**config.mk**
```make
export PLATFORM = sky130hd
export DESIGN_NAME = ascoh_host
export DESIGN_NICKNAME = d
export VERILOG_FILES = /design/src/ascoh_pkg.sv /design/src/ascoh_sync.sv /design/src/ascoh_timer.sv /design/src/ascoh_host.sv
export SDC_FILE = /design/constraint.sdc
export NUM_CORES = 1
export LEC_CHECK = 0
export BUFFER_PORTS_ARGS = -buffer_cell sky130_fd_sc_hd__buf_2
export CORE_ASPECT_RATIO = 0.75
export CORE_UTILIZATION = 45
export CTS_CLUSTER_DIAMETER = 150
export DETAILED_ROUTE_END_ITERATION = 12
export PLACE_DENSITY = 0.68
export SKIP_LAST_GASP = 1
export SYNTH_ARGS = -nofsm -noshare
export SYNTH_HDL_FRONTEND = slang
export SYNTH_SLANG_ARGS = --single-unit
export TNS_END_PERCENT = 1
```
**constraint.sdc**
```tcl
create_clock -name i_clk_sys -period 3.9 [get_ports i_clk_sys]
set_input_delay 0.39 -clock i_clk_sys [delete_from_list [all_inputs] [get_ports i_clk_sys]]
set_output_delay 0.39 -clock i_clk_sys [all_outputs]
set_load 0.02 [all_outputs]
```
**src/ascoh_pkg.sv**
```systemverilog
// Constants, register map and state codes for the attribute space host controller
//
// Functional notes
// - Attribute accesses byte wide, even addresses, low lane; the word command bit still asserts the odd byte enable
// - Read holds select and read strobe, write idle
// - Drop enables or both strobes between cycles
// - Storage-class host writes index bits 5,4 zero; masked on option commands only, direct address writes to 0x200 pass unmasked
package ascoh_pkg;

  ////////////////////////////////////////////////////////////////////////////
  localparam int          CLK_HZ          = 10_000_000;
  localparam int          CLK_PERIOD_NS   = 1_000_000_000 / CLK_HZ;
  localparam int          T_SETUP_NS      = 30;
  localparam int          T_STROBE_NS     = 300;
  localparam int          T_HOLD_NS       = 20;
  localparam int          T_RECOVER_NS    = 100;

  function automatic int ascoh_min_cyc(input int t_ns);
    int c;
    c = (t_ns + CLK_PERIOD_NS - 1) / CLK_PERIOD_NS;
    return (c < 1) ? 1 : c;
  endfunction

  localparam int          SETUP_CYC       = ascoh_min_cyc(T_SETUP_NS);
  localparam int          STROBE_CYC      = ascoh_min_cyc(T_STROBE_NS);
  localparam int          HOLD_CYC        = ascoh_min_cyc(T_HOLD_NS);
  localparam int          RECOVER_CYC     = ascoh_min_cyc(T_RECOVER_NS);
  localparam int          SYNC_STAGES     = 2;

  ////////////////////////////////////////////////////////////////////////////
  localparam int          CARD_AW         = 11;
  localparam int          CARD_DW         = 16;
  localparam int          TMR_W           = 8;
  localparam logic [10:0] STORAGE_CFG_BASE = 11'h200;
  localparam logic [10:0] OPT_OFFSET      = 11'h000;
  localparam logic [1:0]  STORAGE_CFG_SEL = 2'h1;
  localparam logic [10:0] EXP_CFG_WINDOW  = 11'h03f;

  // Option register fields in the card
  localparam int          OPT_SOFTRST_BIT = 7;
  localparam int          OPT_LEVEL_BIT   = 6;
  localparam logic [7:0]  OPT_STORAGE_MASK = 8'hcf;
  localparam logic [7:0]  OPT_RESET_VAL   = 8'h00;

  ////////////////////////////////////////////////////////////////////////////
  // Own register map on the Wishbone side
  localparam logic [7:0]  OFF_CMD         = 8'h00;
  localparam logic [7:0]  OFF_ADDR        = 8'h04;
  localparam logic [7:0]  OFF_WDATA       = 8'h08;
  localparam logic [7:0]  OFF_STATUS      = 8'h0c;
  localparam logic [7:0]  OFF_SETUP       = 8'h10;
  localparam logic [7:0]  OFF_CFG_BASE    = 8'h14;

  localparam int          CMD_GO_BIT      = 0;
  localparam int          CMD_WRITE_BIT   = 1;
  localparam int          CMD_WORD_BIT    = 2;
  localparam int          CMD_OPT_BIT     = 3;

  localparam int          ST_BUSY_BIT     = 8;
  localparam int          ST_DONE_BIT     = 9;
  localparam int          ST_REFUSED_BIT  = 10;
  localparam int          ST_IRQ_BIT      = 11;
  localparam int          ST_OPT_LSB      = 16;

  localparam int          SET_STORAGE_BIT = 0;
  localparam int          SET_HWRST_BIT   = 1;
  localparam logic        STORAGE_RST     = 1'b1;
  localparam logic        HWRST_RST       = 1'b0;

  ////////////////////////////////////////////////////////////////////////////
  typedef enum logic [4:0] {
    ST_IDLE    = 5'b00001,
    ST_SETUP   = 5'b00010,
    ST_STROBE  = 5'b00100,
    ST_HOLD    = 5'b01000,
    ST_RECOVER = 5'b10000
  } ascoh_state_type;

endpackage

```
**src/ascoh_sync.sv**
```systemverilog
// Two-stage synchroniser for card pin inputs
`timescale 1ns/1ps
module ascoh_sync
  import ascoh_pkg::*;
#(
  parameter int           W       = 1,
  parameter logic [W-1:0] RST_VAL = '0
) (
  input  wire logic         i_clk_sys,
  input  wire logic         i_rst,
  input  wire logic [W-1:0] i_async,
  output logic      [W-1:0] o_sync
);

  logic [W-1:0] meta_r;
  logic [W-1:0] meta_nxt;
  logic [W-1:0] sync_r;
  logic [W-1:0] sync_nxt;

  ////////////////////////////////////////////////////////////////////////////
  genvar g;
  generate
    for (g = 0; g < W; g++)
    begin : g_bit
      always_comb
      begin
        meta_nxt[g] = i_async[g];
        sync_nxt[g] = meta_r[g];
      end
    end
  endgenerate

  always_ff @(posedge i_clk_sys)
  begin
    if (i_rst)
    begin
      // Idle level of each pin, so no false event follows reset
      meta_r <= RST_VAL;
      sync_r <= RST_VAL;
    end
    else
    begin
      meta_r <= meta_nxt;
      sync_r <= sync_nxt;
    end
  end

  assign o_sync = sync_r;

endmodule // ascoh_sync

```
**src/ascoh_timer.sv**
```systemverilog
// Phase length counter for the card cycle engine
`timescale 1ns/1ps
module ascoh_timer
  import ascoh_pkg::*;
#(
  parameter int W = TMR_W
) (
  input  wire logic         i_clk_sys,
  input  wire logic         i_rst,
  input  wire logic         i_start,
  input  wire logic [W-1:0] i_len,
  output logic              o_last
);

  logic [W-1:0] cnt_r;
  logic [W-1:0] cnt_nxt;

  always_comb
  begin
    if (i_start)
      cnt_nxt = i_len;
    else if (cnt_r != '0)
      cnt_nxt = cnt_r - 1'b1;
    else
      cnt_nxt = cnt_r;
  end

  always_ff @(posedge i_clk_sys)
  begin
    if (i_rst)
      cnt_r <= '0;
    else
      cnt_r <= cnt_nxt;
  end

  // Last cycle of a phase; a phase lasts i_len cycles, and an i_len of zero never ends it
  assign o_last = (cnt_r == {{(W-1){1'b0}}, 1'b1});

endmodule // ascoh_timer

```
**src/ascoh_host.sv**
```systemverilog
// Host controller for card attribute space and configuration option register
`timescale 1ns/1ps
module ascoh_host
  import ascoh_pkg::*;
#(
  parameter int SETUP_LEN   = SETUP_CYC,
  parameter int STROBE_LEN  = STROBE_CYC,
  parameter int HOLD_LEN    = HOLD_CYC,
  parameter int RECOVER_LEN = RECOVER_CYC
) (
  input  wire logic                i_clk_sys,
  input  wire logic                i_rst,
  input  wire logic                i_wb_cyc,
  input  wire logic                i_wb_stb,
  input  wire logic                i_wb_we,
  input  wire logic [7:0]          i_wb_adr,
  input  wire logic [3:0]          i_wb_sel,
  input  wire logic [31:0]         i_wb_dat,
  output logic      [31:0]         o_wb_dat,
  output logic                     o_wb_ack,
  output logic                     o_even_byte_card_enable_n,
  output logic                     o_odd_byte_card_enable_n,
  output logic                     o_attr_select_n,
  output logic                     o_read_strobe_n,
  output logic                     o_write_strobe_n,
  output logic      [CARD_AW-1:0]  o_card_addr,
  output logic      [CARD_DW-1:0]  o_card_data,
  output logic                     o_card_data_oe_n,
  input  wire logic [CARD_DW-1:0]  i_card_data,
  input  wire logic                i_card_interrupt_line_n,
  output logic                     o_card_hw_reset
);

  ////////////////////////////////////////////////////////////////////////////
  // Pin synchronisers: data lanes and interrupt line
  logic [CARD_DW:0] pin_sync;
  logic             irq_active;

  ascoh_sync #(
    .W       (CARD_DW + 1),
    .RST_VAL ({1'b1, {CARD_DW{1'b0}}})
  ) u_sync (
    .i_clk_sys (i_clk_sys),
    .i_rst     (i_rst),
    .i_async   ({i_card_interrupt_line_n, i_card_data}),
    .o_sync    (pin_sync)
  );

  assign irq_active = ~pin_sync[CARD_DW];

  ////////////////////////////////////////////////////////////////////////////
  // Bus-side registers
  logic               ack_r;
  logic               ack_nxt;
  logic [31:0]        wb_dat_r;
  logic [31:0]        wb_dat_nxt;
  logic [CARD_AW-1:0] addr_r;
  logic [CARD_AW-1:0] addr_nxt;
  logic [7:0]         wdata_r;
  logic [7:0]         wdata_nxt;
  logic               storage_r;
  logic               storage_nxt;
  logic               hwrst_r;
  logic               hwrst_nxt;
  logic [CARD_AW-1:0] cfg_base_r;
  logic [CARD_AW-1:0] cfg_base_nxt;
  logic               done_r;
  logic               done_nxt;
  logic               refused_r;
  logic               refused_nxt;

  // Engine registers
  ascoh_state_type    state_r;
  ascoh_state_type    state_nxt;
  logic               cur_write_r;
  logic               cur_write_nxt;
  logic               cur_word_r;
  logic               cur_word_nxt;
  logic               cur_opt_r;
  logic               cur_opt_nxt;
  logic [CARD_AW-1:0] cyc_addr_r;
  logic [CARD_AW-1:0] cyc_addr_nxt;
  logic [7:0]         cyc_data_r;
  logic [7:0]         cyc_data_nxt;
  logic [7:0]         rdata_r;
  logic [7:0]         rdata_nxt;
  logic [7:0]         opt_shadow_r;
  logic [7:0]         opt_shadow_nxt;

  // Shared combinational terms
  logic               wb_req;
  logic               wr_commit;
  logic               cmd_go;
  logic               go_write;
  logic               go_word;
  logic               go_opt;
  logic [CARD_AW-1:0] cfg_base;
  logic [CARD_AW-1:0] target;
  logic [7:0]         go_data;
  logic               write_ok;
  logic               bad_req;
  logic               accept;
  logic               refuse;
  logic               ev_done;
  logic               tmr_start;
  logic [TMR_W-1:0]   tmr_len;
  logic               tmr_last;

  ////////////////////////////////////////////////////////////////////////////
  // Request decode and host-side legality checks
  always_comb
  begin
    wb_req    = i_wb_cyc & i_wb_stb;
    wr_commit = wb_req & ack_r & i_wb_we;
    cmd_go    = wr_commit & i_wb_sel[0] & (i_wb_adr == OFF_CMD) & i_wb_dat[CMD_GO_BIT];
    go_write  = i_wb_dat[CMD_WRITE_BIT];
    go_word   = i_wb_dat[CMD_WORD_BIT];
    go_opt    = i_wb_dat[CMD_OPT_BIT];
    cfg_base  = storage_r ? STORAGE_CFG_BASE : cfg_base_r;
    target    = go_opt ? CARD_AW'(cfg_base + OPT_OFFSET) : addr_r;
    go_data   = wdata_r;
    if (storage_r && go_opt)
      go_data = wdata_r & OPT_STORAGE_MASK;
    if (storage_r)
      write_ok = (target[10:9] == STORAGE_CFG_SEL);
    else
      write_ok = (target >= cfg_base) && ((target - cfg_base) <= EXP_CFG_WINDOW);
    bad_req   = target[0] | (go_write & ~write_ok);
    accept    = cmd_go & (state_r == ST_IDLE) & ~bad_req & ~hwrst_r;
    refuse    = cmd_go & ~accept;
  end

  ////////////////////////////////////////////////////////////////////////////
  // Wishbone slave: ack one cycle after the request, writes land at the ack edge
  always_comb
  begin
    ack_nxt      = wb_req & ~ack_r;
    wb_dat_nxt   = wb_dat_r;
    addr_nxt     = addr_r;
    wdata_nxt    = wdata_r;
    storage_nxt  = storage_r;
    hwrst_nxt    = hwrst_r;
    cfg_base_nxt = cfg_base_r;
    done_nxt     = done_r;
    refused_nxt  = refused_r;
    if (ack_nxt)
    begin
      wb_dat_nxt = 32'h0000_0000;
      case (i_wb_adr)
        OFF_ADDR:     wb_dat_nxt[CARD_AW-1:0] = addr_r;
        OFF_WDATA:    wb_dat_nxt[7:0] = wdata_r;
        OFF_STATUS:
        begin
          wb_dat_nxt[7:0]                   = rdata_r;
          wb_dat_nxt[ST_BUSY_BIT]           = (state_r != ST_IDLE);
          wb_dat_nxt[ST_DONE_BIT]           = done_r;
          wb_dat_nxt[ST_REFUSED_BIT]        = refused_r;
          wb_dat_nxt[ST_IRQ_BIT]            = irq_active;
          wb_dat_nxt[ST_OPT_LSB+7:ST_OPT_LSB] = opt_shadow_r;
        end
        OFF_SETUP:
        begin
          wb_dat_nxt[SET_STORAGE_BIT] = storage_r;
          wb_dat_nxt[SET_HWRST_BIT]   = hwrst_r;
        end
        OFF_CFG_BASE: wb_dat_nxt[CARD_AW-1:0] = cfg_base_r;
        default:      wb_dat_nxt = 32'h0000_0000;
      endcase
    end
    if (wr_commit)
    begin
      case (i_wb_adr)
        OFF_ADDR:
        begin
          if (i_wb_sel[0])
            addr_nxt[7:0] = i_wb_dat[7:0];
          if (i_wb_sel[1])
            addr_nxt[CARD_AW-1:8] = i_wb_dat[CARD_AW-1:8];
        end
        OFF_WDATA:
          if (i_wb_sel[0])
            wdata_nxt = i_wb_dat[7:0];
        OFF_STATUS:
        begin
          if (i_wb_sel[1] && i_wb_dat[ST_DONE_BIT])
            done_nxt = 1'b0;
          if (i_wb_sel[1] && i_wb_dat[ST_REFUSED_BIT])
            refused_nxt = 1'b0;
        end
        OFF_SETUP:
          if (i_wb_sel[0] && (state_r == ST_IDLE))
          begin
            storage_nxt = i_wb_dat[SET_STORAGE_BIT];
            hwrst_nxt   = i_wb_dat[SET_HWRST_BIT];
          end
        OFF_CFG_BASE:
        begin
          if (i_wb_sel[0])
            cfg_base_nxt[7:0] = i_wb_dat[7:0];
          if (i_wb_sel[1])
            cfg_base_nxt[CARD_AW-1:8] = i_wb_dat[CARD_AW-1:8];
        end
        default: ;
      endcase
    end
    // Hardware sets win over a clear in the same cycle
    if (ev_done)
      done_nxt = 1'b1;
    if (refuse)
      refused_nxt = 1'b1;
  end

  always_ff @(posedge i_clk_sys)
  begin
    if (i_rst)
    begin
      ack_r      <= 1'b0;
      wb_dat_r   <= 32'h0000_0000;
      addr_r     <= 11'h000;
      wdata_r    <= 8'h00;
      storage_r  <= STORAGE_RST;
      hwrst_r    <= HWRST_RST;
      cfg_base_r <= STORAGE_CFG_BASE;
      done_r     <= 1'b0;
      refused_r  <= 1'b0;
    end
    else
    begin
      ack_r      <= ack_nxt;
      wb_dat_r   <= wb_dat_nxt;
      addr_r     <= addr_nxt;
      wdata_r    <= wdata_nxt;
      storage_r  <= storage_nxt;
      hwrst_r    <= hwrst_nxt;
      cfg_base_r <= cfg_base_nxt;
      done_r     <= done_nxt;
      refused_r  <= refused_nxt;
    end
  end

  ////////////////////////////////////////////////////////////////////////////
  // Card cycle engine: setup, strobe, hold, recovery with enables released
  ascoh_timer #(
    .W (TMR_W)
  ) u_timer (
    .i_clk_sys (i_clk_sys),
    .i_rst     (i_rst),
    .i_start   (tmr_start),
    .i_len     (tmr_len),
    .o_last    (tmr_last)
  );

  assign ev_done = (state_r == ST_RECOVER) & tmr_last;

  always_comb
  begin
    state_nxt      = state_r;
    cur_write_nxt  = cur_write_r;
    cur_word_nxt   = cur_word_r;
    cur_opt_nxt    = cur_opt_r;
    cyc_addr_nxt   = cyc_addr_r;
    cyc_data_nxt   = cyc_data_r;
    rdata_nxt      = rdata_r;
    opt_shadow_nxt = opt_shadow_r;
    tmr_start      = 1'b0;
    tmr_len        = TMR_W'(SETUP_LEN);
    case (state_r)
      ST_IDLE:
        if (accept)
        begin
          state_nxt     = ST_SETUP;
          cur_write_nxt = go_write;
          cur_word_nxt  = go_word;
          cur_opt_nxt   = go_opt;
          cyc_addr_nxt  = target;
          cyc_data_nxt  = go_data;
          tmr_start     = 1'b1;
          tmr_len       = TMR_W'(SETUP_LEN);
        end
      ST_SETUP:
        if (tmr_last)
        begin
          state_nxt = ST_STROBE;
          tmr_start = 1'b1;
          tmr_len   = TMR_W'(STROBE_LEN);
        end
      ST_STROBE:
        if (tmr_last)
        begin
          // Synchronised lanes lag two cycles, so strobe must exceed that
          if (!cur_write_r)
            rdata_nxt = pin_sync[7:0];
          state_nxt = ST_HOLD;
          tmr_start = 1'b1;
          tmr_len   = TMR_W'(HOLD_LEN);
        end
      ST_HOLD:
        if (tmr_last)
        begin
          state_nxt = ST_RECOVER;
          tmr_start = 1'b1;
          tmr_len   = TMR_W'(RECOVER_LEN);
        end
      ST_RECOVER:
        if (tmr_last)
        begin
          state_nxt = ST_IDLE;
          if (cur_opt_r)
            opt_shadow_nxt = cur_write_r ? cyc_data_r : rdata_r;
        end
      default: state_nxt = ST_IDLE;
    endcase
    // Card hardware reset clears every option field the host tracks
    if (hwrst_r)
      opt_shadow_nxt = OPT_RESET_VAL;
  end

  always_ff @(posedge i_clk_sys)
  begin
    if (i_rst)
    begin
      state_r      <= ST_IDLE;
      cur_write_r  <= 1'b0;
      cur_word_r   <= 1'b0;
      cur_opt_r    <= 1'b0;
      cyc_addr_r   <= 11'h000;
      cyc_data_r   <= 8'h00;
      rdata_r      <= 8'h00;
      opt_shadow_r <= OPT_RESET_VAL;
    end
    else
    begin
      state_r      <= state_nxt;
      cur_write_r  <= cur_write_nxt;
      cur_word_r   <= cur_word_nxt;
      cur_opt_r    <= cur_opt_nxt;
      cyc_addr_r   <= cyc_addr_nxt;
      cyc_data_r   <= cyc_data_nxt;
      rdata_r      <= rdata_nxt;
      opt_shadow_r <= opt_shadow_nxt;
    end
  end

  ////////////////////////////////////////////////////////////////////////////
  // Pin drive; one-hot state bits keep these decodes glitch-light
  logic in_cycle;

  assign in_cycle                   = (state_r == ST_SETUP) | (state_r == ST_STROBE) | (state_r == ST_HOLD);
  assign o_even_byte_card_enable_n  = ~in_cycle;
  assign o_odd_byte_card_enable_n   = ~(in_cycle & cur_word_r);
  assign o_attr_select_n            = ~in_cycle;
  assign o_read_strobe_n            = ~((state_r == ST_STROBE) & ~cur_write_r);
  assign o_write_strobe_n           = ~((state_r == ST_STROBE) & cur_write_r);
  assign o_card_addr                = cyc_addr_r;
  assign o_card_data                = {8'h00, cyc_data_r};
  assign o_card_data_oe_n           = ~(in_cycle & cur_write_r);
  assign o_card_hw_reset            = hwrst_r;
  assign o_wb_ack                   = ack_r;
  assign o_wb_dat                   = wb_dat_r;

endmodule // ascoh_host

```
Yosys cells after proc, flatten, opt, wreduce, memory -nomap -nowiden
Index checks and enable logic that the tools add are counted.

word-level totals
  output and inout port bits = 67
  logic and storage cells = 135
  input bits = 66
  flip-flop bits (word level) = 140

cells by class
  add/sub/neg operators = 2
  reduce and logical (&&, ||, !) cells = 28
  equal/unequal tests = 18
  multiplexer cells = 31
  order comparisons = 2
  bitwise operators = 32

operators with widths
  cell                 count
  $mux 8               4
  $reduce_and 3->1     10
  $mux 5               5
  $pmux 5 s5           1
  $pmux 6 s4           1
  $mux 11              2
  $and 1x1->1          17
  $eq 8x4->1 const B   2
  $eq 8x5->1 const B   2
  $reduce_bool 2->1    7
  $mux 1               12
  $not 1->1            12
  $ge 11x11->1         1
  $le 11x6->1 const B  1
  $sub 11x11->11       1
  $ne 2x2->1 const B   5
  $pmux 2 s5           1
  $pmux 3 s3           1
  $eq 8x1->1 const B   1
  $eq 8x3->1 const B   1
  $logic_not 8->1      1
  $reduce_bool 8->1    1
  $sub 8x1->8 const B  1
  $mux 6               1
  other kinds (15)     22

Longest topological paths before layout
  depth in word-level cells = 16
  mapped depth = 15
  depth with buffers taken out = 14

By module
A second synthesis with hierarchy kept.

second synthesis, totals
  cells, all modules = 698
  area, all modules = 6377.4 um^2

modules (own cells, without submodules)
  module       cells each  instances  sequential area each (um^2)  area each (um^2)
  ascoh_host   573         1          1961.9                       4948.5
  ascoh_sync   71          1          680.7                        915.9
  ascoh_timer  54          1          160.2                        513.0

Worst setup path after synthesis
OpenSTA, ideal clock, no wires.

  path type = input to register
  start = in i_wb_dat[3]
  end = reg cyc_addr_r[1], in the netlist o_card_addr[1]
  slack = 0.562 ns
  data arrival time = 3.205 ns
  setup time = 0.132 ns
  path buffers = 3
  stages on the path = 13
  required time = 3.768 ns
  cell sequence = buf_2 buf_1 mux2i_1 ha_1 a21oi_1 o21ai_0 a2111o_1 a31oi_1 mux2_2 o21ba_2 buf_2 o21ai_0 a21oi_1

between the ends
  word-level cells in the longest chain between the ends = 12
  elaborated cells on any way between the ends = 14
  classes of those cells = add/sub (1); order compare (2); eq/ne (1); mux (2); bitwise (6); reduce/logical (2)

ends and longest elaborated chain
  element                         RTL line           source
  start, declared                 ascoh_host.sv:18   input wire logic [31:0] i_wb_dat,
  $mux 11 (*)                     ascoh_host.sv:120  target = go_opt ? CARD_AW'(cfg_base + OPT_OFFSET) : addr_r;
  net target[2]                   ascoh_host.sv:98   logic [CARD_AW-1:0] target;
  $sub 11x11->11                  ascoh_host.sv:127  write_ok = (target >= cfg_base) && ((target - cfg_base) <= EXP_CFG_WINDOW);
  $le 11x6->1                     ascoh_host.sv:127
  $logic_and 1x1->1 (*)           ascoh_host.sv:127
  $mux 1 (*)                      ascoh_host.sv:124  if (storage_r)
  $not 1->1 (*)                   ascoh_host.sv:128  bad_req = target[0] | (go_write & ~write_ok);
  $and 1x1->1 (*)                 ascoh_host.sv:128
  $or 1x1->1 (*)                  ascoh_host.sv:128
  $not 1->1 (*)                   ascoh_host.sv:129  accept = cmd_go & (state_r == ST_IDLE) & ~bad_req & ~hwrst_r;
  $and 1x1->1 (*) (2 in series)   ascoh_host.sv:129
  $reduce_and 2->1 (no line) (*)  --
  end signal, assigned            ascoh_host.sv:337  cyc_addr_r <= cyc_addr_nxt;
  end, declared                   ascoh_host.sv:81   logic [CARD_AW-1:0] cyc_addr_r;

Mark *: on every way through the listed nets, which the timed path passes. The rest lies on a longest branch.
A chain may end at the register's enable or synchronous reset.

Worst setup path after layout
  start = reg storage_r
  end = reg refused_r

between the ends
  word-level cells in the longest chain between the ends = 16
  elaborated cells on any way between the ends = 21
  classes of those cells = add/sub (1); order compare (2); eq/ne (1); mux (4); bitwise (8); reduce/logical (5)

ends and longest elaborated chain
  element                        RTL line           source
  start, declared                ascoh_host.sv:61   logic storage_r;
  start signal, assigned         ascoh_host.sv:233  storage_r <= storage_nxt;
  $mux 11                        ascoh_host.sv:119  cfg_base = storage_r ? STORAGE_CFG_BASE : cfg_base_r;
  $mux 11                        ascoh_host.sv:120
  $sub 11x11->11                 ascoh_host.sv:127
  $le 11x6->1                    ascoh_host.sv:127
  $logic_and 1x1->1              ascoh_host.sv:127
  $mux 1                         ascoh_host.sv:124
  $not 1->1                      ascoh_host.sv:128
  $and 1x1->1                    ascoh_host.sv:128
  $or 1x1->1 (*)                 ascoh_host.sv:128
  $not 1->1 (*)                  ascoh_host.sv:129
  $and 1x1->1 (*) (2 in series)  ascoh_host.sv:129
  $not 1->1 (*)                  ascoh_host.sv:130  refuse = cmd_go & ~accept;
  $and 1x1->1 (*)                ascoh_host.sv:130
  $reduce_bool 2->1 (no line)    --
  $reduce_and 3->1 (no line)     --
  end signal, assigned           ascoh_host.sv:237  refused_r <= refused_nxt;
  end, declared                  ascoh_host.sv:69   logic refused_r;

Every way passes the cells marked *; elsewhere a longest branch is shown, timed or not.

==> metrics <==
DR iter-0 viols=457; TritonCTS Buffers=17; Syn Inst Count=667; final worst slack=0.421 ns; MaxCap Viol Count=0; Synth async-reset ratio=0; ANT cells=0; DP Area=0.00632 mm^2; drt drc=0; Tmin final=3.48 ns; largest net degree at the start of global routing=119; fin nets=814; crit end category=flip-flop; DR vias/cell=5.49; total track usage=0.229; core region area=0.0125 mm^2; I/O pin cnt=133; clock slew at reported path FFs=0.05 ns; Syn Std Cell Area=0.00591 mm^2; drt first pass iters=5; final core occ=0.553; final critical-path share of the clock period=0.892; register area share after synthesis=0.420; gpl congestion=0.869; CP Max Fanout=22; initial antenna violation count=0; CTS tree=yes; Hold Slack=0.167 ns; Max VDD drop=0.308 mV; Worst R2R Path Depth=13; Yosys reg bits=124; pre-CTS WS=0.276 ns; Die H=101 um; Reg area=0.00248 mm^2; R2R Path Start=storage_r; Req. time, crit path=4.23 ns; post-DP HPWL=10900 um; status=finished clean; RSZ-0062 raised after global routing=no; postcts setup bufs=0; PwrDens=469 mW/mm^2; vias in the first global route=4782; Slew @ Worst Pin=1.19 ns; hold path depth=2; DR WL/cell=16.3 um; Area growth, synth to finish=17.1%; Hold Path Class=input pin to flip-flop; layout cell share with drive strength beyond 1=0.193; H-tree Lvls=4; clk_lat worst skew=0.41 ns; Slew Viols, Final=0; Initial Util=0.472; CTS Hold Bufs=0; drt total wl=14900 um; crit start category=flip-flop; area of the multi-input gates=0.00310 mm^2; area leader, netlist=dfxtp_1; r2r endpoint=refused_r; mean area per synthesized cell=8.86 um^2; headroom to the max-slew limit=0.201; Post-synth EDFFs=0; Max Root-Sink Buffers=2; CP Data Arrival Time=3.80 ns; Die X=134 um; PortBufs=81; Pleak=2.78 nW; Resized Gates After CTS=0; post-route setup TNS=0 ns; grt ovf=0; Clock Root Buffer=clkbuf_16; clk_skew=0.00628 ns; die area=0.0136 mm^2; synth warn=0; post-route cell area=0.00692 mm^2; Hold Crit Start=i_card_interrupt_line_n; post-synthesis cell type count=65; Filler cells=1163; clk sink count=124; global-route wire length before repair=24100 um; # rows=35; share of the synthesized area in the top cell type=0.420; WS Path Type=flip-flop to flip-flop; register-to-register setup slack=0.42 ns; top_reg_cell synth=dfxtp_1; Hold EP=u_sync.meta_r[16]; maximum clock rate=287 MHz; top post-synthesis cells by area=dfxtp_1 (42%), mux2i_1 (11%), nor2_1 (6.0%); DR vias=5005; antenna viol nets, final=0; Fin. Hold Viols=0; Final setup viols=0
per-stage QoR:
step,instances,power [W]
2_1_floorplan,686,0.00163
3_5_place_dp,881,0.00169
4_1_cts,912,0.00327
5_1_grt,912,0.00340
6_report,912,0.00325
3_3_place_gp,881,0.00168
cells by family (layout without fill, tap and decap cells):
| logic type | count (synthesis) | after routing | synth area share |
|---|---|---|---|
| flops | 124 | 124 | 0.420 |
| buf+inv | 78 | 138 | 0.0677 |
| compound gates | 128 | 128 | 0.137 |
| mux | 71 | 71 | 0.122 |
| fa+ha+maj | 14 | 14 | 0.0309 |
| xor+xnor | 7 | 7 | 0.0104 |
| other cells | 1 | 20 | 0.000634 |
| simple gates | 244 | 244 | 0.212 |
cell usage after synthesis (3+ instances only):
| cell type | instances |
|---|---|
| o21ai_0 | 13 |
| nand4_1 | 4 |
| nand2_1 | 31 |
| buf_4 | 21 |
| and3_1 | 4 |
| a21oi_1 | 40 |
| nor2b_1 | 23 |
| nor3_1 | 28 |
| dfxtp_1 | 124 |
| mux2_2 | 7 |
| mux2i_1 | 64 |
| clkbuf_1 | 23 |
| buf_2 | 11 |
| nor2_1 | 94 |
| nand3_1 | 20 |
| a22oi_1 | 9 |
| or2_2 | 6 |
| buf_1 | 3 |
| o21ai_1 | 20 |
| a2bb2oi_1 | 6 |
| xnor2_1 | 4 |
| or3_1 | 3 |
| inv_1 | 17 |
| xor2_1 | 3 |
| nand2b_1 | 4 |
| and2_1 | 3 |
| a221oi_1 | 9 |
| a211oi_1 | 13 |
| ha_1 | 13 |
placed cells by master (no fill, tap or decap), drive strengths merged, types with 19 or more instances in the layout:
cell and instances:
conb 20, nor3 30, o21ai 33, nand2 32
nor2b 24, a21oi 40, inv 19, buf 89
mux2i 64, nand3 20, nor2 96, dfxtp 124
how the worst max path moves through the flow:
stage                      from          endpoint  slack [ns]  depth (start not counted)
global route          storage_r  u_timer.cnt_r[7]        0.19                         13
global placement    i_wb_dat[3]         refused_r        0.34                         11
finish                storage_r         refused_r        0.42                         13
CTS                   storage_r  u_timer.cnt_r[2]        0.46                         13
detailed placement  i_wb_dat[3]  u_timer.cnt_r[2]        0.28                         12
floorplan           i_wb_dat[3]    o_card_addr[1]        0.56                         13
layout make-up:
class	count	share of cell area
inverter	18	0.00976
sequential	124	0.359
tap	166	0.0300
multi-input combinational	484	0.448
clock buffer	18	0.0620
clock inverter	13	0.0242
timing repair buffer	89	0.0676
registers in the layout, summed over array words and instances, names as in the netlist:
register / count
done_r: 1
cur_write_r: 1
o_wb_ack: 1
u_sync.meta_r: 9
o_card_hw_reset: 1
o_card_addr: 11
u_timer.cnt_r: 8
cur_opt_r: 1
state_r: 5
cyc_data_r: 8
addr_r: 11
cfg_base_r: 11
refused_r: 1
rdata_r: 8
opt_shadow_r: 8
u_sync.o_sync: 9
storage_r: 1
o_wb_dat: 20
cur_word_r: 1
wdata_r: 8
where the power goes:
group / internal (W) / switching (W)
Sequential: 0.00131 / 0.0000327
Combinational: 0.000129 / 0.000198
Clock: 0.00100 / 0.000577
critical path: stages, from the launching register on:
cell and delay [ns]:
dfxtp_1 0.32, buf_4 0.17, nor2b_1 0.19, mux2_2 0.26
inv_1 0.06, ha_1 0.23, fa_1 0.37, and4b_1 0.25
a211oi_1 0.12, and3_1 0.18, o211ai_1 0.31, o21ba_2 0.56
nor2_4 0.13, o31ai_1 0.22
metal layers:
metal,share of wire,global-route usage
met5,0,0
met1,0.48,0.314
met2,0.44,0.355
met3,0.066,0.0541
met4,0.014,0.0804
Power figures use the tool's default switching activity.
